<file path="config.mk">
export PLATFORM = sky130hd
export DESIGN_NAME = crinit_host
export DESIGN_NICKNAME = d
export VERILOG_FILES = /design/src/hw/crinit_host.v
export VERILOG_INCLUDE_DIRS = /design/src /design/src/hw
export SDC_FILE = /design/constraint.sdc
export NUM_CORES = 1
export LEC_CHECK = 0
export ABC_CLOCK_PERIOD_IN_PS = 4800
export BUFFER_PORTS_ARGS = -buffer_cell sky130_fd_sc_hd__buf_2
export CORE_MARGIN = 10
export CORE_UTILIZATION = 63
export DETAILED_ROUTE_END_ITERATION = 8
export PLACE_DENSITY_LB_ADDON = 0.15
export SLEW_MARGIN = 20
export SYNTH_ARGS = -nofsm -noshare
export SYNTH_HDL_FRONTEND = slang
export SYNTH_SLANG_ARGS = --single-unit
</file>
<file path="constraint.sdc">
create_clock -name clk -period 4.8 [get_ports clk]
set_input_delay 0.72 -clock clk [delete_from_list [all_inputs] [get_ports clk]]
set_output_delay 0.72 -clock clk [all_outputs]
set_load 0.01 [all_outputs]
</file>
<file path="src/hw/crinit_regs.vh">
// Offsets, fields and timing counts for the initialization controller
`ifndef CRINIT_REGS_VH
`define CRINIT_REGS_VH

// Controller registers, byte offsets on the AXI4-Lite slave
`define CRI_OFS_CTRL        8'h00
`define CRI_OFS_STATUS      8'h04
`define CRI_OFS_BRIDGE      8'h08
`define CRI_OFS_MASK_LO     8'h0c
`define CRI_OFS_MASK_HI     8'h10
`define CRI_OFS_ACC_ADDR    8'h14
`define CRI_OFS_ACC_WDATA   8'h18
`define CRI_OFS_ACC_GO      8'h1c
`define CRI_OFS_ACC_RDATA   8'h20

// Control register fields and access address read-select bit
`define CRI_CTRL_START      0
`define CRI_CTRL_SWRST      1
`define CRI_CTRL_FINISH     2
`define CRI_ACC_RD_BIT      16

// Device-side register addresses (16-bit registers)
`define CRI_DEV_RESET_ID    16'h0000
`define CRI_DEV_MASTER_CFG  16'h0010
`define CRI_DEV_BRIDGE      16'h0040
`define CRI_DEV_RDMA_SEL    16'h0770
`define CRI_DEV_RDMA_DATA   16'h0774
`define CRI_DEV_TDMA_SEL    16'h0870
`define CRI_DEV_TDMA_DATA   16'h0874

// Device field positions
`define CRI_DEV_RST_BIT     0
`define CRI_DEV_RDE_BIT     0
`define CRI_DEV_TDE_BIT     1
`define CRI_DEV_CHEN_BIT    0

// Sizes
`define CRI_NUM_CHAN        40
`define CRI_LAST_CHAN       6'd39

// Timing: hardware reset pulse width and clock period, in ns
`define CRI_HWRST_NS        1000
`define CRI_CLK_NS          40
`define CRI_HWRST_CYC       ((`CRI_HWRST_NS + `CRI_CLK_NS - 1) / `CRI_CLK_NS)

`endif

</file>
<file path="src/hw/crinit_host.v">
// Host-side initialization controller: AXI4-Lite slave, sequencer and device register port
`timescale 1ns/1ps
//
// Contract
// - Every device access carries at least one asserted byte enable.
// - Reserved bits kept unmodified; read values of them carry no meaning.
// - Host brings all internal registers to known state before traffic.
// - Start with reset, then bridge-mode register, then assert config select.
// - Fourth step clears channel enable in receive and transmit DMA RAMs.
// - Then receive DMA RAM, receive FIFO, receive port control, in order.
// - Then transmit DMA, transmit FIFO, tx HDLC, tx port, rx HDLC control.
// - Then set channel enables in receive DMA RAM, then transmit.
// - Optionally interrupts; last set both global DMA enables in master config.
// - Host writes only one rx and one tx DMA register per channel; code writes data then select, two per channel, enable passes masked channels only.
`include "crinit_regs.vh"

module crinit_host (
  clk,
  rst_n,
  s_axi_awaddr,
  s_axi_awvalid,
  s_axi_awready,
  s_axi_wdata,
  s_axi_wstrb,
  s_axi_wvalid,
  s_axi_wready,
  s_axi_bresp,
  s_axi_bvalid,
  s_axi_bready,
  s_axi_araddr,
  s_axi_arvalid,
  s_axi_arready,
  s_axi_rdata,
  s_axi_rresp,
  s_axi_rvalid,
  s_axi_rready,
  hw_reset_pin_n,
  config_select_input,
  dev_addr,
  dev_wdata,
  cmd_byte_enable_lines,
  dev_wr,
  dev_rd,
  dev_ack,
  dev_rdata
);
  input  wire        clk;
  input  wire        rst_n;
  input  wire [7:0]  s_axi_awaddr;
  input  wire        s_axi_awvalid;
  output reg         s_axi_awready;
  input  wire [31:0] s_axi_wdata;
  input  wire [3:0]  s_axi_wstrb;
  input  wire        s_axi_wvalid;
  output reg         s_axi_wready;
  output reg  [1:0]  s_axi_bresp;
  output reg         s_axi_bvalid;
  input  wire        s_axi_bready;
  input  wire [7:0]  s_axi_araddr;
  input  wire        s_axi_arvalid;
  output reg         s_axi_arready;
  output reg  [31:0] s_axi_rdata;
  output reg  [1:0]  s_axi_rresp;
  output reg         s_axi_rvalid;
  input  wire        s_axi_rready;
  output reg         hw_reset_pin_n;
  output reg         config_select_input;
  output reg  [15:0] dev_addr;
  output reg  [15:0] dev_wdata;
  output reg  [3:0]  cmd_byte_enable_lines;
  output reg         dev_wr;
  output reg         dev_rd;
  input  wire        dev_ack;
  input  wire [15:0] dev_rdata;

  localparam [3:0] S_IDLE   = 4'h0;
  localparam [3:0] S_HWRST  = 4'h1;
  localparam [3:0] S_SWRST  = 4'h2;
  localparam [3:0] S_BRIDGE = 4'h3;
  localparam [3:0] S_CFGSEL = 4'h4;
  localparam [3:0] S_DISRX  = 4'h5;
  localparam [3:0] S_DISTX  = 4'h6;
  localparam [3:0] S_SETUP  = 4'h7;
  localparam [3:0] S_ENRX   = 4'h8;
  localparam [3:0] S_ENTX   = 4'h9;
  localparam [3:0] S_MCRD   = 4'ha;
  localparam [3:0] S_MCWR   = 4'hb;
  localparam [3:0] S_DONE   = 4'hc;

  localparam [1:0] A_IDLE = 2'h0;
  localparam [1:0] A_REQ  = 2'h1;
  localparam [1:0] A_REL  = 2'h2;

  localparam integer RST_LAST = `CRI_HWRST_CYC;
  localparam [15:0] CHEN_VAL = 16'h0001 << `CRI_DEV_CHEN_BIT;
  localparam [15:0] MC_EN    = (16'h0001 << `CRI_DEV_RDE_BIT) | (16'h0001 << `CRI_DEV_TDE_BIT);
  localparam [15:0] RST_VAL  = 16'h0001 << `CRI_DEV_RST_BIT;

  // Byte-lane merge for software writes
  function [31:0] merge;
    input [31:0] old_v;
    input [31:0] new_v;
    input [3:0]  strb;
    integer i;
    begin
      for (i = 0; i < 4; i = i + 1) begin
        merge[i*8 +: 8] = strb[i] ? new_v[i*8 +: 8] : old_v[i*8 +: 8];
      end
    end
  endfunction

  function mapped;
    input [7:0] a;
    begin
      mapped = (a[1:0] == 2'b00) && (a <= `CRI_OFS_ACC_RDATA);
    end
  endfunction

  // Software-visible state
  reg        sw_sel_r;
  reg [15:0] bridge_val_r;
  reg [31:0] mask_lo_r;
  reg [7:0]  mask_hi_r;
  reg [16:0] acc_addr_r;
  reg [15:0] acc_wdata_r;
  reg [15:0] acc_rdata_r;
  reg        start_cmd_r;
  reg        finish_cmd_r;
  reg        go_cmd_r;

  // AXI write channel bookkeeping
  reg        aw_got_r;
  reg        w_got_r;
  reg [7:0]  aw_addr_r;
  reg [31:0] w_data_r;
  reg [3:0]  w_strb_r;

  // Sequencer and access engine
  reg [3:0]  st_r;
  reg [4:0]  cnt_r;
  reg [5:0]  ch_r;
  reg        half_r;
  reg        pend_r;
  reg        acc_go_r;
  reg        acc_rd_r;
  reg [15:0] acc_a_r;
  reg [15:0] acc_d_r;
  reg [1:0]  a_st_r;
  reg        acc_done_r;
  reg [15:0] acc_q_r;
  reg [15:0] mc_val_r;
  reg        ack_m_r;
  reg        ack_s_r;
  reg [15:0] rdata_m_r;
  reg [15:0] rdata_s_r;

  wire [39:0] chan_mask = {mask_hi_r, mask_lo_r};
  wire        busy      = (st_r != S_IDLE) && (st_r != S_DONE);
  wire        wr_fire   = aw_got_r && w_got_r && !s_axi_bvalid;
  wire [31:0] mrg_bridge = merge({16'h0000, bridge_val_r}, w_data_r, w_strb_r);
  wire [31:0] mrg_addr   = merge({15'h0000, acc_addr_r}, w_data_r, w_strb_r);
  wire [31:0] mrg_wdata  = merge({16'h0000, acc_wdata_r}, w_data_r, w_strb_r);

  // Device pins cross into this clock domain
  always @(posedge clk) begin
    if (!rst_n) begin
      ack_m_r   <= 1'b0;
      ack_s_r   <= 1'b0;
      rdata_m_r <= 16'h0000;
      rdata_s_r <= 16'h0000;
    end else begin
      ack_m_r   <= dev_ack;
      ack_s_r   <= ack_m_r;
      rdata_m_r <= dev_rdata;
      rdata_s_r <= rdata_m_r;
    end
  end

  // AXI4-Lite write side
  always @(posedge clk) begin
    if (!rst_n) begin
      s_axi_awready <= 1'b1;
      s_axi_wready  <= 1'b1;
      s_axi_bvalid  <= 1'b0;
      s_axi_bresp   <= 2'b00;
      aw_got_r      <= 1'b0;
      w_got_r       <= 1'b0;
      aw_addr_r     <= 8'h00;
      w_data_r      <= 32'h00000000;
      w_strb_r      <= 4'h0;
      sw_sel_r      <= 1'b0;
      bridge_val_r  <= 16'h0000;
      mask_lo_r     <= 32'h00000000;
      mask_hi_r     <= 8'h00;
      acc_addr_r    <= 17'h00000;
      acc_wdata_r   <= 16'h0000;
      start_cmd_r   <= 1'b0;
      finish_cmd_r  <= 1'b0;
      go_cmd_r      <= 1'b0;
    end else begin
      start_cmd_r  <= 1'b0;
      finish_cmd_r <= 1'b0;
      go_cmd_r     <= 1'b0;
      if (s_axi_awvalid && s_axi_awready) begin
        aw_got_r      <= 1'b1;
        aw_addr_r     <= s_axi_awaddr;
        s_axi_awready <= 1'b0;
      end
      if (s_axi_wvalid && s_axi_wready) begin
        w_got_r      <= 1'b1;
        w_data_r     <= s_axi_wdata;
        w_strb_r     <= s_axi_wstrb;
        s_axi_wready <= 1'b0;
      end
      if (wr_fire) begin
        aw_got_r     <= 1'b0;
        w_got_r      <= 1'b0;
        s_axi_bvalid <= 1'b1;
        s_axi_bresp  <= mapped(aw_addr_r) ? 2'b00 : 2'b10;
        case (aw_addr_r)
          `CRI_OFS_CTRL: begin
            if (w_strb_r[0]) begin
              sw_sel_r     <= w_data_r[`CRI_CTRL_SWRST];
              start_cmd_r  <= w_data_r[`CRI_CTRL_START];
              finish_cmd_r <= w_data_r[`CRI_CTRL_FINISH];
            end
          end
          `CRI_OFS_BRIDGE:    bridge_val_r <= mrg_bridge[15:0];
          `CRI_OFS_MASK_LO:   mask_lo_r    <= merge(mask_lo_r, w_data_r, w_strb_r);
          `CRI_OFS_MASK_HI:   mask_hi_r    <= w_strb_r[0] ? w_data_r[7:0] : mask_hi_r;
          `CRI_OFS_ACC_ADDR:  acc_addr_r   <= mrg_addr[16:0];
          `CRI_OFS_ACC_WDATA: acc_wdata_r  <= mrg_wdata[15:0];
          `CRI_OFS_ACC_GO:    go_cmd_r     <= 1'b1;
          default: begin
          end
        endcase
      end
      if (s_axi_bvalid && s_axi_bready) begin
        s_axi_bvalid  <= 1'b0;
        s_axi_awready <= 1'b1;
        s_axi_wready  <= 1'b1;
      end
    end
  end

  // AXI4-Lite read side
  always @(posedge clk) begin
    if (!rst_n) begin
      s_axi_arready <= 1'b1;
      s_axi_rvalid  <= 1'b0;
      s_axi_rdata   <= 32'h00000000;
      s_axi_rresp   <= 2'b00;
    end else if (s_axi_arvalid && s_axi_arready) begin
      s_axi_arready <= 1'b0;
      s_axi_rvalid  <= 1'b1;
      s_axi_rresp   <= mapped(s_axi_araddr) ? 2'b00 : 2'b10;
      case (s_axi_araddr)
        `CRI_OFS_CTRL:      s_axi_rdata <= {30'h00000000, sw_sel_r, 1'b0};
        `CRI_OFS_STATUS:    s_axi_rdata <= {20'h00000, st_r, 4'h0, pend_r, st_r == S_SETUP, st_r == S_DONE, busy};
        `CRI_OFS_BRIDGE:    s_axi_rdata <= {16'h0000, bridge_val_r};
        `CRI_OFS_MASK_LO:   s_axi_rdata <= mask_lo_r;
        `CRI_OFS_MASK_HI:   s_axi_rdata <= {24'h000000, mask_hi_r};
        `CRI_OFS_ACC_ADDR:  s_axi_rdata <= {15'h0000, acc_addr_r};
        `CRI_OFS_ACC_WDATA: s_axi_rdata <= {16'h0000, acc_wdata_r};
        `CRI_OFS_ACC_RDATA: s_axi_rdata <= {16'h0000, acc_rdata_r};
        default:            s_axi_rdata <= 32'h00000000;
      endcase
    end else if (s_axi_rvalid && s_axi_rready) begin
      s_axi_rvalid  <= 1'b0;
      s_axi_arready <= 1'b1;
    end
  end

  // Four-phase device access; request held until the synced ack rises
  always @(posedge clk) begin
    if (!rst_n) begin
      a_st_r                <= A_IDLE;
      dev_addr              <= 16'h0000;
      dev_wdata             <= 16'h0000;
      dev_wr                <= 1'b0;
      dev_rd                <= 1'b0;
      cmd_byte_enable_lines <= 4'h0;
      acc_done_r            <= 1'b0;
      acc_q_r               <= 16'h0000;
    end else begin
      acc_done_r <= 1'b0;
      case (a_st_r)
        A_IDLE: begin
          if (acc_go_r) begin
            dev_addr  <= acc_a_r;
            dev_wdata <= acc_d_r;
            dev_wr    <= !acc_rd_r;
            dev_rd    <= acc_rd_r;
            cmd_byte_enable_lines <= 4'hf;
            a_st_r <= A_REQ;
          end
        end
        A_REQ: begin
          if (ack_s_r) begin
            dev_wr                <= 1'b0;
            dev_rd                <= 1'b0;
            cmd_byte_enable_lines <= 4'h0;
            acc_q_r               <= rdata_s_r;
            a_st_r                <= A_REL;
          end
        end
        A_REL: begin
          if (!ack_s_r) begin
            acc_done_r <= 1'b1;
            a_st_r     <= A_IDLE;
          end
        end
        default: a_st_r <= A_IDLE;
      endcase
    end
  end

  // Initialization sequencer
  always @(posedge clk) begin
    if (!rst_n) begin
      st_r                <= S_IDLE;
      cnt_r               <= 5'd0;
      ch_r                <= 6'd0;
      half_r              <= 1'b0;
      pend_r              <= 1'b0;
      acc_go_r            <= 1'b0;
      acc_rd_r            <= 1'b0;
      acc_a_r             <= 16'h0000;
      acc_d_r             <= 16'h0000;
      mc_val_r            <= 16'h0000;
      acc_rdata_r         <= 16'h0000;
      hw_reset_pin_n      <= 1'b0;
      config_select_input <= 1'b0;
    end else begin
      acc_go_r <= 1'b0;
      if (acc_done_r) begin
        pend_r <= 1'b0;
      end
      case (st_r)
        S_IDLE, S_DONE: begin
          hw_reset_pin_n <= 1'b1;
          if (start_cmd_r) begin
            cnt_r  <= 5'd0;
            ch_r   <= 6'd0;
            half_r <= 1'b0;
            st_r   <= sw_sel_r ? S_SWRST : S_HWRST;
            config_select_input <= 1'b0;
          end
        end
        S_HWRST: begin
          hw_reset_pin_n <= 1'b0;
          cnt_r <= cnt_r + 5'd1;
          if (cnt_r == RST_LAST[4:0]) begin
            hw_reset_pin_n <= 1'b1;
            st_r <= S_BRIDGE;
          end
        end
        S_SWRST: begin
          if (!pend_r && !acc_done_r) begin
            acc_go_r <= 1'b1;
            pend_r   <= 1'b1;
            acc_rd_r <= 1'b0;
            acc_a_r  <= `CRI_DEV_RESET_ID;
            acc_d_r  <= half_r ? 16'h0000 : RST_VAL;
          end else if (acc_done_r) begin
            half_r <= !half_r;
            if (half_r) begin
              st_r <= S_BRIDGE;
            end
          end
        end
        S_BRIDGE: begin
          // bridge value rewritten after any reset
          if (!pend_r && !acc_done_r) begin
            acc_go_r <= 1'b1;
            pend_r   <= 1'b1;
            acc_rd_r <= 1'b0;
            acc_a_r  <= `CRI_DEV_BRIDGE;
            acc_d_r  <= bridge_val_r;
          end else if (acc_done_r) begin
            st_r <= S_CFGSEL;
          end
        end
        S_CFGSEL: begin
          config_select_input <= 1'b1;
          ch_r   <= 6'd0;
          half_r <= 1'b0;
          st_r   <= S_DISRX;
        end
        S_DISRX, S_DISTX, S_ENRX, S_ENTX: begin
          // one entry per channel (per masked channel when enabling), data then select
          if ((st_r == S_ENRX || st_r == S_ENTX) && !chan_mask[ch_r] && !pend_r) begin
            ch_r <= ch_r + 6'd1;
            if (ch_r == `CRI_LAST_CHAN) begin
              ch_r <= 6'd0;
              st_r <= st_r + 4'd1;
            end
          end else if (!pend_r && !acc_done_r) begin
            acc_go_r <= 1'b1;
            pend_r   <= 1'b1;
            acc_rd_r <= 1'b0;
            if (st_r == S_DISRX || st_r == S_ENRX) begin
              acc_a_r <= half_r ? `CRI_DEV_RDMA_SEL : `CRI_DEV_RDMA_DATA;
            end else begin
              acc_a_r <= half_r ? `CRI_DEV_TDMA_SEL : `CRI_DEV_TDMA_DATA;
            end
            if (half_r) begin
              acc_d_r <= {10'h000, ch_r};
            end else begin
              acc_d_r <= (st_r == S_ENRX || st_r == S_ENTX) ? CHEN_VAL : 16'h0000;
            end
          end else if (acc_done_r) begin
            half_r <= !half_r;
            if (half_r) begin
              ch_r <= ch_r + 6'd1;
              if (ch_r == `CRI_LAST_CHAN) begin
                ch_r <= 6'd0;
                st_r <= (st_r == S_DISTX) ? S_SETUP : st_r + 4'd1;
              end
            end
          end
        end
        S_SETUP: begin
          // software programs its own order here
          if (acc_done_r) begin
            acc_rdata_r <= acc_q_r;
          end
          if (go_cmd_r && !pend_r) begin
            acc_go_r <= 1'b1;
            pend_r   <= 1'b1;
            acc_rd_r <= acc_addr_r[`CRI_ACC_RD_BIT];
            acc_a_r  <= acc_addr_r[15:0];
            acc_d_r  <= acc_wdata_r;
          end else if (finish_cmd_r && !pend_r && !acc_done_r) begin
            ch_r   <= 6'd0;
            half_r <= 1'b0;
            st_r   <= S_ENRX;
          end
        end
        S_MCRD: begin
          // read first so other bits go back unchanged
          if (!pend_r && !acc_done_r) begin
            acc_go_r <= 1'b1;
            pend_r   <= 1'b1;
            acc_rd_r <= 1'b1;
            acc_a_r  <= `CRI_DEV_MASTER_CFG;
          end else if (acc_done_r) begin
            mc_val_r <= acc_q_r;
            st_r     <= S_MCWR;
          end
        end
        S_MCWR: begin
          if (!pend_r && !acc_done_r) begin
            acc_go_r <= 1'b1;
            pend_r   <= 1'b1;
            acc_rd_r <= 1'b0;
            acc_a_r  <= `CRI_DEV_MASTER_CFG;
            acc_d_r  <= mc_val_r | MC_EN;
          end else if (acc_done_r) begin
            st_r <= S_DONE;
          end
        end
        default: st_r <= S_IDLE;
      endcase
    end
  end

endmodule

</file>
==> flow_metrics.tcl <==
set metrics [dict create \
    rsz0062_at_grt "false" \
    synthXorXnorAreaFrac_pct 0.247 \
    synth_edf_count 0 \
    clock-sinks 349 \
    yosysUniqueCellTypes 67 \
    layout_commonest_cell "nand2_1" \
    final_cell_mix "nand2_1, dfxtp_1, a21oi_1, buf_2, nor2_1" \
    overflow 0 \
    pwr-share-clk_pct 42.7 \
    finalClockSkew_ns 0.0165 \
    rows 54 \
    internal-power_mw 4.81 \
    drive_gt1_share_pct 14.6 \
    core-area_sq_um 22000 \
    timing.final.crit_share_pct 67.0 \
    cts_buffers 35 \
    drt_iter0_drc 1572 \
    cp.arrival_ns 3.64 \
    n_antenna_cell 0 \
    grt_usage_pct 28.1 \
    die_area_sq_um 28900 \
    dr.pass1.iters 8 \
    ys.flop_type "dfxtp_1" \
    p_leak_nw 5.91 \
    wl_per_cell_um 20.0 \
    fin_setup_tns_ns 0 \
    synthAdderAreaFrac_pct 0.618 \
    peakVddDrop_uv 374 \
    tightest_slew_ns 1.10 \
    finalSetupViolCount 0 \
    cts_resized 0 \
    p_per_area_nw_per_um2 400 \
    post_cts_buffers 0 \
    finalWirelength_um 42000 \
    cts.reportedPaths.clkPinSlew_ns 0.06 \
    cts_tree "built" \
    p_switching_mw 1.64 \
    worstPathRequired_ns 5.23 \
    endpoint_kind "flip-flop" \
    critical_path.max_fanout 32 \
    synth_area_sq_um 14200 \
    report.final.slew_viol_count 0 \
    ys_seq_area_share_pct 49.3 \
    ios 157 \
    crit_type "flip-flop to flip-flop" \
    seqPwrFrac_pct 47.6 \
    clk_path_buf_depth 3 \
    place.gp.congestion 1.09 \
    clk_latency_ns 0.53 \
    grt_pass1_vias 12000 \
    hpwl_um 29500 \
    cts_hold_buf 0 \
    ant_nets 0 \
    synth_compound_area_share_pct 17.1 \
    switching_share_pct 25.4 \
    vias 12800 \
    async_flop_share_pct 0 \
    fin_ws_ns 1.58 \
    holdCritPathClass "input pin to flip-flop" \
    post_synth.cell_area_avg_sq_um 8.30 \
    design_area_sq_um 16100 \
    synth-simple-area-share_pct 21.5 \
    die_h_um 170 \
    finalHoldViolCount 0 \
    comb_power_share_pct 9.8 \
    setup.worst_path.start_class "flip-flop" \
    via_per_inst 6.12 \
    synth_warnings 0 \
    slew_headroom_pct 25.8 \
    antenna_found_initial 0 \
    fin_nets 1877 \
    syn_inst 1708 \
    grt_max_degree 142 \
    fp.dieW_um 170 \
    maxCapViolCount 0 \
    status "finished, final reports clean" \
    place_area_sq_um 15000 \
    grt_pass1_wl_um 65400 \
    route.detailed.drc 0 \
    synth_mux_area_share_pct 7.09 \
    areaGrowthSynthToFinish_pct 13.9 \
    place_ws_ns 1.45 \
    fin_crit_ns 3.22 \
    ys_ff_latch 349 \
    cts_max_level 2 \
    start_util_pct 64.6 \
    fmax_mhz 311 \
    io_buffers 154 \
    clockRootBuffer "clkbuf_16" \
    synth_top_family_by_area "simple AND/OR/NAND/NOR gates" \
]
[registers in the layout, summed over array words and instances, names as in the netlist, 17 cells and up]
signal / flops
mask_lo_r: 32
s_axi_rdata: 32
w_data_r: 32
acc_addr_r: 17
[final timing paths]
check / startpoint / end / slack [ns] / cells after the start
setup / recovery: st_r[0] / acc_a_r[11] / 1.58 / 10
hold / removal: dev_rdata[0] / rdata_m_r[0] / 0.39 / 2
setup reg to reg: st_r[0] / acc_a_r[11] / 1.58 / 10
hold reg to reg: rdata_s_r[12] / acc_q_r[12] / 0.42 / 2
[worst max-delay path, stage by stage, from the launching register on]
cell and delay [ns]:
dfxtp_1 0.37, inv_1 0.14, ha_1 0.55, nor2_1 0.21, o22a_1 0.45, o21a_1 0.23, or2_2 0.32, a211oi_2 0.18
buf_4 0.33, nor2_1 0.09, a211oi_1 0.24
[kinds of logic after synthesis]
group / after synthesis
AO/OA/AOI/OAI: 406
XOR/XNOR: 4
adder cells (fa/ha/maj): 7
buffers and inverters: 145
flip-flops: 349
multiplexers: 89
other: 1
AND/OR/NAND/NOR: 707
[metrics by stage]
step	hold slack, ns	cells	total power, mW	util, %
2_1_floorplan	0.412	1709	3.55	-
3_3_place_gp	0.415	2035	3.74	68.1
3_5_place_dp	0.419	2036	3.75	68.2
4_1_cts	0.385	2096	6.46	73.5
5_1_grt	0.377	2097	6.67	73.5
6_report	0.387	2097	6.46	73.5
[power by group through the flow]
stage	sequential, mW	clock, mW	combinational (mW)
4_1_cts	3.07	2.77	0.621
5_1_grt	3.08	2.90	0.689
6_report	3.07	2.76	0.630
2_1_floorplan	3.09	0	0.457
3_5_place_dp	3.13	0	0.616
3_3_place_gp	3.13	0	0.607
[per-layer routing]
metal / global-route usage, % / vias up / routed length [um]
met1: 36.8 / 5993 / 17200
met4: 11.5 / 0 / 1550
met3: 5.69 / 102 / 3950
li1: - / 6068 / -
met2: 44.5 / 677 / 19300
met5: 0 / - / 0
[area by class of cell]
class                      instances  area [sq um]
fill                            1719          5810
clock buffer                      47           981
inverter                          18          72.6
tap                              280           350
sequential                       349          6990
multi-input combinational       1215          6630
timing repair buffer             175           948
clock inverter                    13           181
[synth_stat cells (5+ instances only)]
cell | instances | area, sq um
inv_1 | 17 | 63.8
dfxtp_1 | 349 | 6990
a22oi_1 | 12 | 90.1
o32ai_1 | 5 | 43.8
o21ai_0 | 53 | 265
buf_4 | 6 | 45.0
nand2b_1 | 13 | 81.3
mux4_2 | 9 | 203
a211oi_1 | 9 | 67.6
a21oi_1 | 241 | 1210
and2_1 | 37 | 231
nand3b_1 | 7 | 52.6
and3_1 | 7 | 43.8
a222oi_1 | 8 | 80.1
ha_1 | 7 | 87.6
nand2_1 | 406 | 1520
mux2i_1 | 79 | 791
a31o_2 | 8 | 70.1
a31oi_1 | 16 | 100
nor2_1 | 102 | 383
nor3_1 | 16 | 80.1
a22o_1 | 8 | 70.1
nand3_1 | 94 | 470
buf_1 | 12 | 45.0
clkbuf_1 | 104 | 390
a221oi_1 | 13 | 114
o22ai_1 | 5 | 31.3
No activity file was read; power rests on OpenSTA's default activity.
